$ cat src/inc/vdl_pkg.sv
// constants for the vlan lookup and indirect table access block
// assumes one switch core clock and a lookup engine outside the block
//
// What this block does
// - control value 0x1800 reads dynamic entry zero
// - top word bit 71 high means reread
// - then words give bits 63:48,47:32,31:16,15:0
// - vlan table used only when mode bit set
// - sixteen 20-bit entries, bit 19 valid
// - bits 18:16 member ports, forward on misses
// - bits 15:12 filter identifier keys address lookups
// - bits 11:0 vlan identifier, default 0x001
// - untagged or null tag takes port default
// - non-null tag identifier used for lookup
// - missing or invalid entry drops, no learning
// - destination miss floods members except ingress
// - source miss learns filter identifier and source
// - vlan read 0x1402 fills words five, four
// - vlan write loads words five, four first
// - dynamic bits 65:56 hold valid entry count
package vdl_pkg;

  // =====================================================================
  // register offsets (word index on the register port)
  localparam logic [3:0] VDL_ADR_IAC   = 4'h0;
  localparam logic [3:0] VDL_ADR_DW1   = 4'h1;
  localparam logic [3:0] VDL_ADR_DW2   = 4'h2;
  localparam logic [3:0] VDL_ADR_DW3   = 4'h3;
  localparam logic [3:0] VDL_ADR_DW4   = 4'h4;
  localparam logic [3:0] VDL_ADR_DW5   = 4'h5;
  localparam logic [3:0] VDL_ADR_GC2   = 4'h6;
  localparam logic [3:0] VDL_ADR_PVID  = 4'h7;

  // =====================================================================
  // control value fields
  localparam int         VDL_IAC_RD    = 12;
  localparam int         VDL_IAC_SELH  = 11;
  localparam int         VDL_IAC_SELL  = 10;
  localparam logic [1:0] VDL_SEL_VLAN  = 2'h1;
  localparam logic [1:0] VDL_SEL_DYN   = 2'h2;
  localparam int         VDL_GC2_VLAN  = 15;

  // =====================================================================
  // vlan entry layout and defaults
  localparam int          VDL_ENTRIES  = 16;
  localparam int          VDL_E_VALID  = 19;
  localparam int          VDL_E_MEMH   = 18;
  localparam int          VDL_E_MEML   = 16;
  localparam int          VDL_E_FIDH   = 15;
  localparam int          VDL_E_FIDL   = 12;
  localparam int          VDL_E_VIDH   = 11;
  localparam logic [19:0] VDL_ENTRY_RST = 20'hF_0001;
  localparam logic [11:0] VDL_PVID_RST = 12'h001;
  localparam logic [11:0] VDL_VID_NULL = 12'h000;
  localparam logic [2:0]  VDL_ALL_PORTS = 3'h7;
  localparam logic [3:0]  VDL_FID_NONE = 4'h0;
  localparam logic [15:0] VDL_GC2_RST  = 16'h0000;

  // =====================================================================
  // dynamic entry: bit 71 is the not-ready flag, held in word one bit 7
  localparam int VDL_DW1_NR = 7;

  typedef enum logic [1:0] {
    VDL_IDLE = 2'b00,
    VDL_SRCH = 2'b01,
    VDL_ADDR = 2'b10
  } vdl_state_t;

endpackage : vdl_pkg

$ cat src/rtl/vdl_vlan_mem.sv
// sixteen-entry vlan table with one write port, one indexed read
// and one identifier search; both read results come out of registers
`timescale 1ns/1ns
module vdl_vlan_mem (
  input  wire logic        sys_clk_i,
  input  wire logic        nrst_i,
  input  wire logic        wr_en_i,
  input  wire logic [3:0]  wr_idx_i,
  input  wire logic [19:0] wr_data_i,
  input  wire logic [3:0]  rd_idx_i,
  output logic      [19:0] rd_data_o,
  input  wire logic [11:0] srch_vid_i,
  output logic             srch_hit_o,
  output logic      [19:0] srch_entry_o
);
  import vdl_pkg::*;

  logic [19:0] mem_q [VDL_ENTRIES];
  logic [VDL_ENTRIES-1:0] match;
  logic        hit_d;
  logic [19:0] entry_d;

  // =====================================================================
  // entries, each reset to its default contents
  for (genvar i = 0; i < VDL_ENTRIES; i++) begin : g_ent
    always_ff @(posedge sys_clk_i or negedge nrst_i) begin
      if (!nrst_i) begin
        mem_q[i] <= VDL_ENTRY_RST;
      end else if (wr_en_i && wr_idx_i == 4'(i)) begin
        mem_q[i] <= wr_data_i;
      end
    end
    assign match[i] = mem_q[i][VDL_E_VIDH:0] == srch_vid_i;
  end

  // =====================================================================
  // lowest matching entry wins; validity is judged by the caller
  always_comb begin
    hit_d   = 1'b0;
    entry_d = '0;
    for (int i = VDL_ENTRIES - 1; i >= 0; i--) begin
      if (match[i]) begin
        hit_d   = 1'b1;
        entry_d = mem_q[i];
      end
    end
  end

  always_ff @(posedge sys_clk_i or negedge nrst_i) begin
    if (!nrst_i) begin
      rd_data_o    <= '0;
      srch_hit_o   <= 1'b0;
      srch_entry_o <= '0;
    end else begin
      rd_data_o    <= mem_q[rd_idx_i];
      srch_hit_o   <= hit_d;
      srch_entry_o <= entry_d;
    end
  end

endmodule : vdl_vlan_mem

$ cat src/rtl/vdl_lookup.sv
// vlan lookup, forwarding/learning decision and indirect table access
// address lookups themselves and the dynamic table live outside;
// one packet is in flight at a time
//
// The implementer's own choices: the address-and-strobe port and the register offsets.
`timescale 1ns/1ns
module vdl_lookup (
  input  wire logic        sys_clk_i,
  input  wire logic        nrst_i,
  input  wire logic [3:0]  reg_addr_i,
  input  wire logic [15:0] reg_wdata_i,
  input  wire logic        reg_wr_i,
  input  wire logic        reg_rd_i,
  output logic      [15:0] reg_rdata_o,
  input  wire logic        pkt_valid_i,
  output logic             pkt_ready_o,
  input  wire logic [1:0]  pkt_port_i,
  input  wire logic        pkt_tagged_i,
  input  wire logic [11:0] pkt_vid_i,
  output logic             lkp_req_o,
  output logic      [3:0]  lkp_fid_o,
  output logic             lkp_use_fid_o,
  input  wire logic        addr_valid_i,
  input  wire logic        da_hit_i,
  input  wire logic [2:0]  da_ports_i,
  input  wire logic        sa_hit_i,
  output logic             fwd_valid_o,
  output logic             fwd_drop_o,
  output logic      [2:0]  fwd_ports_o,
  output logic             learn_o,
  output logic      [3:0]  learn_fid_o,
  output logic             dyn_rd_req_o,
  output logic      [9:0]  dyn_rd_index_o,
  input  wire logic        dyn_rd_valid_i,
  input  wire logic [71:0] dyn_rd_data_i
);
  import vdl_pkg::*;

  // =====================================================================
  // register decode
  logic [15:0] gc2_q;
  logic [11:0] pvid_q [3];
  logic [15:0] dw2_q, dw3_q, dw4_q, dw5_q;
  logic [6:0]  dw1_q;
  logic        nr_q;
  logic        vrd_pend_q;
  logic [15:0] rd_mux;
  logic [19:0] vmem_rd;

  wire         iac_wr   = reg_wr_i && reg_addr_i == VDL_ADR_IAC;
  wire [1:0]   iac_sel  = reg_wdata_i[VDL_IAC_SELH:VDL_IAC_SELL];
  wire         iac_rd   = reg_wdata_i[VDL_IAC_RD];
  wire         vlan_wr  = iac_wr && iac_sel == VDL_SEL_VLAN && !iac_rd;
  wire         vlan_rd  = iac_wr && iac_sel == VDL_SEL_VLAN && iac_rd;
  wire         dyn_rd   = iac_wr && iac_sel == VDL_SEL_DYN && iac_rd;
  wire         dyn_ld   = nr_q && dyn_rd_valid_i;
  wire         vlan_on  = gc2_q[VDL_GC2_VLAN];
  wire [19:0]  vlan_wdata = {dw5_q[3:0], dw4_q};

  wire wr_dw2 = reg_wr_i && reg_addr_i == VDL_ADR_DW2;
  wire wr_dw3 = reg_wr_i && reg_addr_i == VDL_ADR_DW3;
  wire wr_dw4 = reg_wr_i && reg_addr_i == VDL_ADR_DW4;
  wire wr_dw5 = reg_wr_i && reg_addr_i == VDL_ADR_DW5;
  wire wr_dw1 = reg_wr_i && reg_addr_i == VDL_ADR_DW1;
  wire wr_gc2 = reg_wr_i && reg_addr_i == VDL_ADR_GC2;

  // =====================================================================
  // data words: a table load beats a software write in the same cycle
  wire [15:0] dw4_d = vrd_pend_q ? vmem_rd[15:0]
                    : dyn_ld     ? dyn_rd_data_i[15:0]
                    : wr_dw4     ? reg_wdata_i : dw4_q;
  wire [15:0] dw5_d = vrd_pend_q ? {12'h000, vmem_rd[19:16]}
                    : dyn_ld     ? dyn_rd_data_i[31:16]
                    : wr_dw5     ? reg_wdata_i : dw5_q;
  wire [15:0] dw2_d = dyn_ld ? dyn_rd_data_i[47:32]
                    : wr_dw2 ? reg_wdata_i : dw2_q;
  // count bits 65:56 span word one bits 1:0 and word three bits 15:8
  wire [15:0] dw3_d = dyn_ld ? dyn_rd_data_i[63:48]
                    : wr_dw3 ? reg_wdata_i : dw3_q;
  wire [6:0]  dw1_d = dyn_ld ? dyn_rd_data_i[70:64]
                    : wr_dw1 ? reg_wdata_i[6:0] : dw1_q;
  // a fresh request sets not-ready even if old data lands that cycle
  wire        nr_d  = dyn_rd ? 1'b1 : dyn_ld ? 1'b0 : nr_q;

  always_ff @(posedge sys_clk_i or negedge nrst_i) begin
    if (!nrst_i) begin
      dw1_q <= '0;
      dw2_q <= '0;
      dw3_q <= '0;
      dw4_q <= '0;
      dw5_q <= '0;
      nr_q  <= 1'b0;
    end else begin
      dw1_q <= dw1_d;
      dw2_q <= dw2_d;
      dw3_q <= dw3_d;
      dw4_q <= dw4_d;
      dw5_q <= dw5_d;
      nr_q  <= nr_d;
    end
  end

  always_ff @(posedge sys_clk_i or negedge nrst_i) begin
    if (!nrst_i) begin
      gc2_q          <= VDL_GC2_RST;
      vrd_pend_q     <= 1'b0;
      dyn_rd_req_o   <= 1'b0;
      dyn_rd_index_o <= '0;
    end else begin
      gc2_q          <= wr_gc2 ? reg_wdata_i : gc2_q;
      vrd_pend_q     <= vlan_rd;
      dyn_rd_req_o   <= dyn_rd;
      dyn_rd_index_o <= dyn_rd ? reg_wdata_i[9:0] : dyn_rd_index_o;
    end
  end

  // =====================================================================
  // per-port default vlan identifiers
  // ports 1..3 sit at consecutive word indexes, so one decode per port
  // keeps the write enables one-hot without a separate address table
  for (genvar p = 0; p < 3; p++) begin : g_pvid
    wire wr_pv = reg_wr_i && reg_addr_i == VDL_ADR_PVID + 4'(p);
    always_ff @(posedge sys_clk_i or negedge nrst_i) begin
      if (!nrst_i) begin
        pvid_q[p] <= VDL_PVID_RST;
      end else if (wr_pv) begin
        pvid_q[p] <= reg_wdata_i[VDL_E_VIDH:0];
      end
    end
  end

  // =====================================================================
  // read path: data stand only in the cycle after the strobe
  always_comb begin
    unique case (reg_addr_i)
      VDL_ADR_DW1:       rd_mux = {8'h00, nr_q, dw1_q};
      VDL_ADR_DW2:       rd_mux = dw2_q;
      VDL_ADR_DW3:       rd_mux = dw3_q;
      VDL_ADR_DW4:       rd_mux = dw4_q;
      VDL_ADR_DW5:       rd_mux = dw5_q;
      VDL_ADR_GC2:       rd_mux = gc2_q;
      VDL_ADR_PVID:      rd_mux = {4'h0, pvid_q[0]};
      VDL_ADR_PVID+4'h1: rd_mux = {4'h0, pvid_q[1]};
      VDL_ADR_PVID+4'h2: rd_mux = {4'h0, pvid_q[2]};
      default:           rd_mux = '0;
    endcase
  end

  always_ff @(posedge sys_clk_i or negedge nrst_i) begin
    if (!nrst_i) begin
      reg_rdata_o <= '0;
    end else begin
      reg_rdata_o <= reg_rd_i ? rd_mux : '0;
    end
  end

  // =====================================================================
  // packet path
  // the search result is registered in the table, so a packet spends one
  // cycle in the search state; ready stays low until the decision pulse
  vdl_state_t  state_q, state_d;
  logic [1:0]  ing_q;
  logic [2:0]  mem_q;
  logic [3:0]  fid_q;
  logic        s_hit;
  logic [19:0] s_ent;
  logic        lkp_req_d, fwd_valid_d, fwd_drop_d, learn_d;
  logic [2:0]  fwd_ports_d, mem_d;
  logic [3:0]  fid_d;

  wire        take    = pkt_valid_i && pkt_ready_o;
  wire        use_tag = pkt_tagged_i && pkt_vid_i != VDL_VID_NULL;
  wire [11:0] as_vid  = use_tag ? pkt_vid_i : pvid_q[pkt_port_i];
  wire [2:0]  ing_bit = 3'h1 << ing_q;
  wire        s_ok    = s_hit && s_ent[VDL_E_VALID];
  wire [2:0]  flood   = mem_q & ~ing_bit;

  vdl_vlan_mem u_mem (
    .sys_clk_i    (sys_clk_i),
    .nrst_i       (nrst_i),
    .wr_en_i      (vlan_wr),
    .wr_idx_i     (reg_wdata_i[3:0]),
    .wr_data_i    (vlan_wdata),
    .rd_idx_i     (reg_wdata_i[3:0]),
    .rd_data_o    (vmem_rd),
    .srch_vid_i   (as_vid),
    .srch_hit_o   (s_hit),
    .srch_entry_o (s_ent)
  );

  always_comb begin
    state_d     = state_q;
    lkp_req_d   = 1'b0;
    fwd_valid_d = 1'b0;
    fwd_drop_d  = 1'b0;
    learn_d     = 1'b0;
    fwd_ports_d = fwd_ports_o;
    mem_d       = mem_q;
    fid_d       = fid_q;
    unique case (state_q)
      VDL_IDLE: begin
        if (take && vlan_on) begin
          state_d = VDL_SRCH;
        end else if (take) begin
          lkp_req_d = 1'b1;
          fid_d     = VDL_FID_NONE;
          mem_d     = VDL_ALL_PORTS;
          state_d   = VDL_ADDR;
        end
      end
      VDL_SRCH: begin
        if (s_ok) begin
          lkp_req_d = 1'b1;
          fid_d     = s_ent[VDL_E_FIDH:VDL_E_FIDL];
          mem_d     = s_ent[VDL_E_MEMH:VDL_E_MEML];
          state_d   = VDL_ADDR;
        end else begin
          fwd_valid_d = 1'b1;
          fwd_drop_d  = 1'b1;
          fwd_ports_d = '0;
          state_d     = VDL_IDLE;
        end
      end
      VDL_ADDR: begin
        if (addr_valid_i) begin
          fwd_valid_d = 1'b1;
          fwd_ports_d = da_hit_i ? da_ports_i : flood;
          learn_d     = !sa_hit_i;
          state_d     = VDL_IDLE;
        end
      end
      default: state_d = VDL_IDLE;
    endcase
  end

  always_ff @(posedge sys_clk_i or negedge nrst_i) begin
    if (!nrst_i) begin
      state_q <= VDL_IDLE;
      ing_q   <= '0;
      mem_q   <= '0;
      fid_q   <= '0;
    end else begin
      state_q <= state_d;
      ing_q   <= take ? pkt_port_i : ing_q;
      mem_q   <= mem_d;
      fid_q   <= fid_d;
    end
  end

  always_ff @(posedge sys_clk_i or negedge nrst_i) begin
    if (!nrst_i) begin
      pkt_ready_o   <= 1'b1;
      lkp_req_o     <= 1'b0;
      lkp_fid_o     <= '0;
      lkp_use_fid_o <= 1'b0;
      fwd_valid_o   <= 1'b0;
      fwd_drop_o    <= 1'b0;
      fwd_ports_o   <= '0;
      learn_o       <= 1'b0;
      learn_fid_o   <= '0;
    end else begin
      pkt_ready_o   <= state_d == VDL_IDLE;
      lkp_req_o     <= lkp_req_d;
      lkp_fid_o     <= fid_d;
      lkp_use_fid_o <= vlan_on;
      fwd_valid_o   <= fwd_valid_d;
      fwd_drop_o    <= fwd_drop_d;
      fwd_ports_o   <= fwd_ports_d;
      learn_o       <= learn_d;
      learn_fid_o   <= fid_q;
    end
  end

endmodule : vdl_lookup

$ cat config.mk
export PLATFORM = sky130hd
export DESIGN_NAME = vdl_lookup
export DESIGN_NICKNAME = d
export VERILOG_FILES = /design/src/inc/vdl_pkg.sv /design/src/rtl/vdl_vlan_mem.sv /design/src/rtl/vdl_lookup.sv
export SDC_FILE = /design/constraint.sdc
export NUM_CORES = 1
export LEC_CHECK = 0
export BUFFER_PORTS_ARGS = -buffer_cell sky130_fd_sc_hd__buf_4
export CORE_ASPECT_RATIO = 1.75
export CORE_UTILIZATION = 50
export DETAILED_ROUTE_END_ITERATION = 16
export PLACE_DENSITY = 0.7
export REMOVE_ABC_BUFFERS = 1
export SLEW_MARGIN = 10
export SYNTH_ARGS = -nofsm -noshare
export SYNTH_HDL_FRONTEND = slang
export SYNTH_HIERARCHICAL = 1
export SYNTH_SLANG_ARGS = --single-unit
$ cat constraint.sdc
create_clock -name sys_clk_i -period 2.78 [get_ports sys_clk_i]
set_input_delay 0.278 -clock sys_clk_i [delete_from_list [all_inputs] [get_ports sys_clk_i]]
set_output_delay 0.278 -clock sys_clk_i [all_outputs]
set_load 0.005 [all_outputs]
==> metrics.md <==
| Metric | Value |
|---|---|
| Status | complete, but fails checks |
| Failing checks | negative setup slack |
| TritonCTS Sinks | between 500 and 600 |
| Placed insts | 3,174 |
| Ant. Diodes | 0 |
| Clk_lat worst skew | between 600 and 700 ps |
| Initial antenna violation count | 0 |
| CTS Buffer Depth | 3 |
| Post-DR vias/cell | 6.17 |
| Worst Path Arrival | approximately 3600 ps |
| H-tree Lvls | 2 |
| RSZ-0062 raised after global routing | true |
| Syn. warnings | 6 |
| Die height | roughly 310 um |
| Actual slew at the worst max-slew pin | between 900 and 1000 ps |
| Clock power share | 0.356 |
| Final Setup Violations | 9 |
| DRC viols | 0 |
| Vias in the first global route | 22,490 |
| Fmax | ~0.32 GHz |
| CTS tree | done |
| Rows | approximately 110 |
| R2R cell count | 14 |
| Worst IR drop on VDD | 0.000502 V |
| Avg Cell Area, Syn | 12.4 um2 |
| Initial DRC Count | roughly 1,300 |
| Final Skew | approximately 35 ps |
| Launch point of the worst reg-to-reg path | pvid_q[27] |
| Mapped Area | around 28,000 um2 |
| Root buffer cell | clkbuf_16 |
| Switch Pwr | 0.00591 W |
| Final std cells w/o fill | 3,374 |
| Hold EP | dw5_q[12] |
| Net Sw Frac | 0.291 |
| Post-route worst setup slack | -337 ps |
| Min-delay src | dyn_rd_data_i[28] |
| Width of the die | roughly 180 um |
| Dpl hpwl | roughly 68,000 um |
| Pwr dens | a little under 600 nW/um2 |
| Drt pass-1 iters | 5 |
| Final hold vios | 0 |
| Startpoint Class | register |
| Gate Count Post-Synth | around 2,300 |
| Worst R2R End | u_mem/srch_entry_o[18] |
| Slew HR | 0.391 |
| Final hold slack | approximately 28 ps |
| Max Transition Viols Final | 0 |
| Internal power | 0.0144 W |
| Global-route wire length before repair | roughly 140,000 um |
| Reg2Reg Setup Slack | -340 ps |
| WS Path Type | register to register |
| Routed WL per cell | ~28 um |
| Layout cells sized above 1 | 0.481 |
| Hold path depth | 3 |
| Area grow syn2layout | 25.9% |
| Number of max-cap violations | 0 |
| Worst-path maximum fanout | 7 |
| Routed WL | about 93,000 um |
| Pleak | around 16 nW |
| Worst Path Required | between 3000 and 4000 ps |
| Tightest Hold Check Type | primary input to register |
| Grt total ovfl | 0 |
| Initial Util | 0.507 |
| Post-route antenna net violation count | 0 |
| Pin count of the biggest net entering global routing | 80 |
| Min cycle time layout | 3120 ps |
| Die ar. | between 50,000 and 60,000 um2 |
| I/O pin cnt | about 160 |
| Clk pin slew, worst setup/hold paths | approximately 70 ps |
| Combinational Power Share | 0.193 |
| CP Capture Type | register |
| PortBufs | about 160 |
| Reg power frac | 0.451 |
| Core area | between 50,000 and 60,000 um2 |
| Placer Congestion | between 0.9 and 1 |
| Fin nets | between 2,000 and 3,000 |
| Tot GR Track Use | 0.329 |
| Post-route clock period utilization | 1.12 |
| CTS buffer count | 50 |
| Routed vias | about 21,000 |
-- critical path: stages (launching register included) --
cell and delay, ps:
dfrtp_1 390, mux2i_1 140, o21ai_1 90, mux2_4 310, buf_6 160, buf_4 150, xor2_1 170, nor4_2 330
nor3b_2 280, buf_4 180, nand2_8 90, buf_4 150, o221ai_2 210, a311oi_1 80, a211o_1 260
-- repair_timing --
action                                  4_1_cts  5_1_grt
hold buffers                                 69        0
setup buffers                                29        7
resized for setup                           129       49
endpoints found under the setup margin        9        9
gates cloned                                  3        1
pin swaps                                    26       23
hold endpoints to repair                    129        0
-- metrics by stage --
step | instance area (um2) | setup WS, ps | total power, W | setup TNS, ps | utilization
finish | 35200 | -337 | 0.0203 | -2190 | 0.638
global route | 35200 | -383 | 0.0210 | -2890 | 0.638
CTS | 34900 | -245 | 0.0203 | -1810 | 0.632
detailed placement | 31600 | -1140 | 0.0127 | -9330 | 0.572
global placement | 31600 | -1190 | 0.0126 | -9400 | 0.572
floorplan | 26900 | -784 | 0.0106 | -20980 | -
-- layout make-up --
class	count	area, um2
multi-input combinational	1487	14400
fill	4105	20000
clock buffer	69	1460
clock inverter	24	264
inverter	25	97.6
sequential	525	13200
tap	696	871
timing repair buffer	548	4830
-- how the worst max path moves through the flow --
stage                       from                endpoint  slack [ps]
global placement    pkt_vid_i[0]  u_mem/srch_entry_o[14]       -1190
CTS                   pvid_q[35]  u_mem/srch_entry_o[19]        -250
detailed placement  pkt_vid_i[0]  u_mem/srch_entry_o[14]       -1140
global route          pvid_q[35]  u_mem/srch_entry_o[17]        -380
finish                pvid_q[27]  u_mem/srch_entry_o[18]        -340
floorplan                   nr_q                dw4_q[0]        -780
-- flip-flops by register name, summed over array words and instances, names as in the netlist, 7 cells and up --
name                cells
pvid_q                 36
u_mem/mem_q           320
dw5_q                  16
u_mem/rd_data_o        20
u_mem/srch_entry_o      8
dw1_q                   7
dw3_q                  16
gc2_q                  16
dw4_q                  16
reg_rdata_o            16
dyn_rd_index_o         10
dw2_q                  16
-- per-layer routing --
metal | track usage | vias up | wire [um]
li1 | - | 8957 | -
met1 | 0.362 | 10725 | 33200
met2 | 0.598 | 818 | 49100
met3 | 0.0342 | 309 | 4000
met4 | 0.220 | 0 | 6770
met5 | 0 | - | 0
-- power groups by stage --
stage | combinational (W) | clock (W) | sequential, W
6_report | 0.00393 | 0.00723 | 0.00915
3_5_place_dp | 0.00345 | 0 | 0.00926
3_3_place_gp | 0.00337 | 0 | 0.00922
4_1_cts | 0.00380 | 0.00736 | 0.00913
5_1_grt | 0.00417 | 0.00764 | 0.00922
2_1_floorplan | 0.00171 | 0 | 0.00889
-- cells in the final DEF, fill, tap and decap left out, types with 10 or more instances in the layout --
| cell | count |
|---|---|
| xnor2_2 | 11 |
| nand3_1 | 33 |
| nor2_2 | 10 |
| buf_6 | 26 |
| xor2_2 | 18 |
| nor2_1 | 85 |
| nor4_2 | 20 |
| a21oi_1 | 72 |
| nand2b_1 | 10 |
| nor3_1 | 14 |
| dfrtp_1 | 440 |
| clkbuf_8 | 12 |
| inv_1 | 23 |
| mux4_2 | 100 |
| nand4_1 | 17 |
| a311oi_1 | 15 |
| o21ai_0 | 65 |
| dlygate4sd3_1 | 69 |
| xor2_1 | 118 |
| dfstp_2 | 84 |
| a22o_1 | 12 |
| buf_12 | 32 |
| o22ai_1 | 11 |
| nand2_1 | 81 |
| nor4_1 | 17 |
| clkinv_2 | 12 |
| clkbuf_16 | 51 |
| buf_4 | 416 |
| a22oi_1 | 14 |
| nor2b_1 | 15 |
| mux2_2 | 386 |
| mux2i_1 | 84 |
| mux2_4 | 24 |
| o21ai_1 | 17 |
| xnor2_1 | 43 |
(Power assumes the default switching activity.)
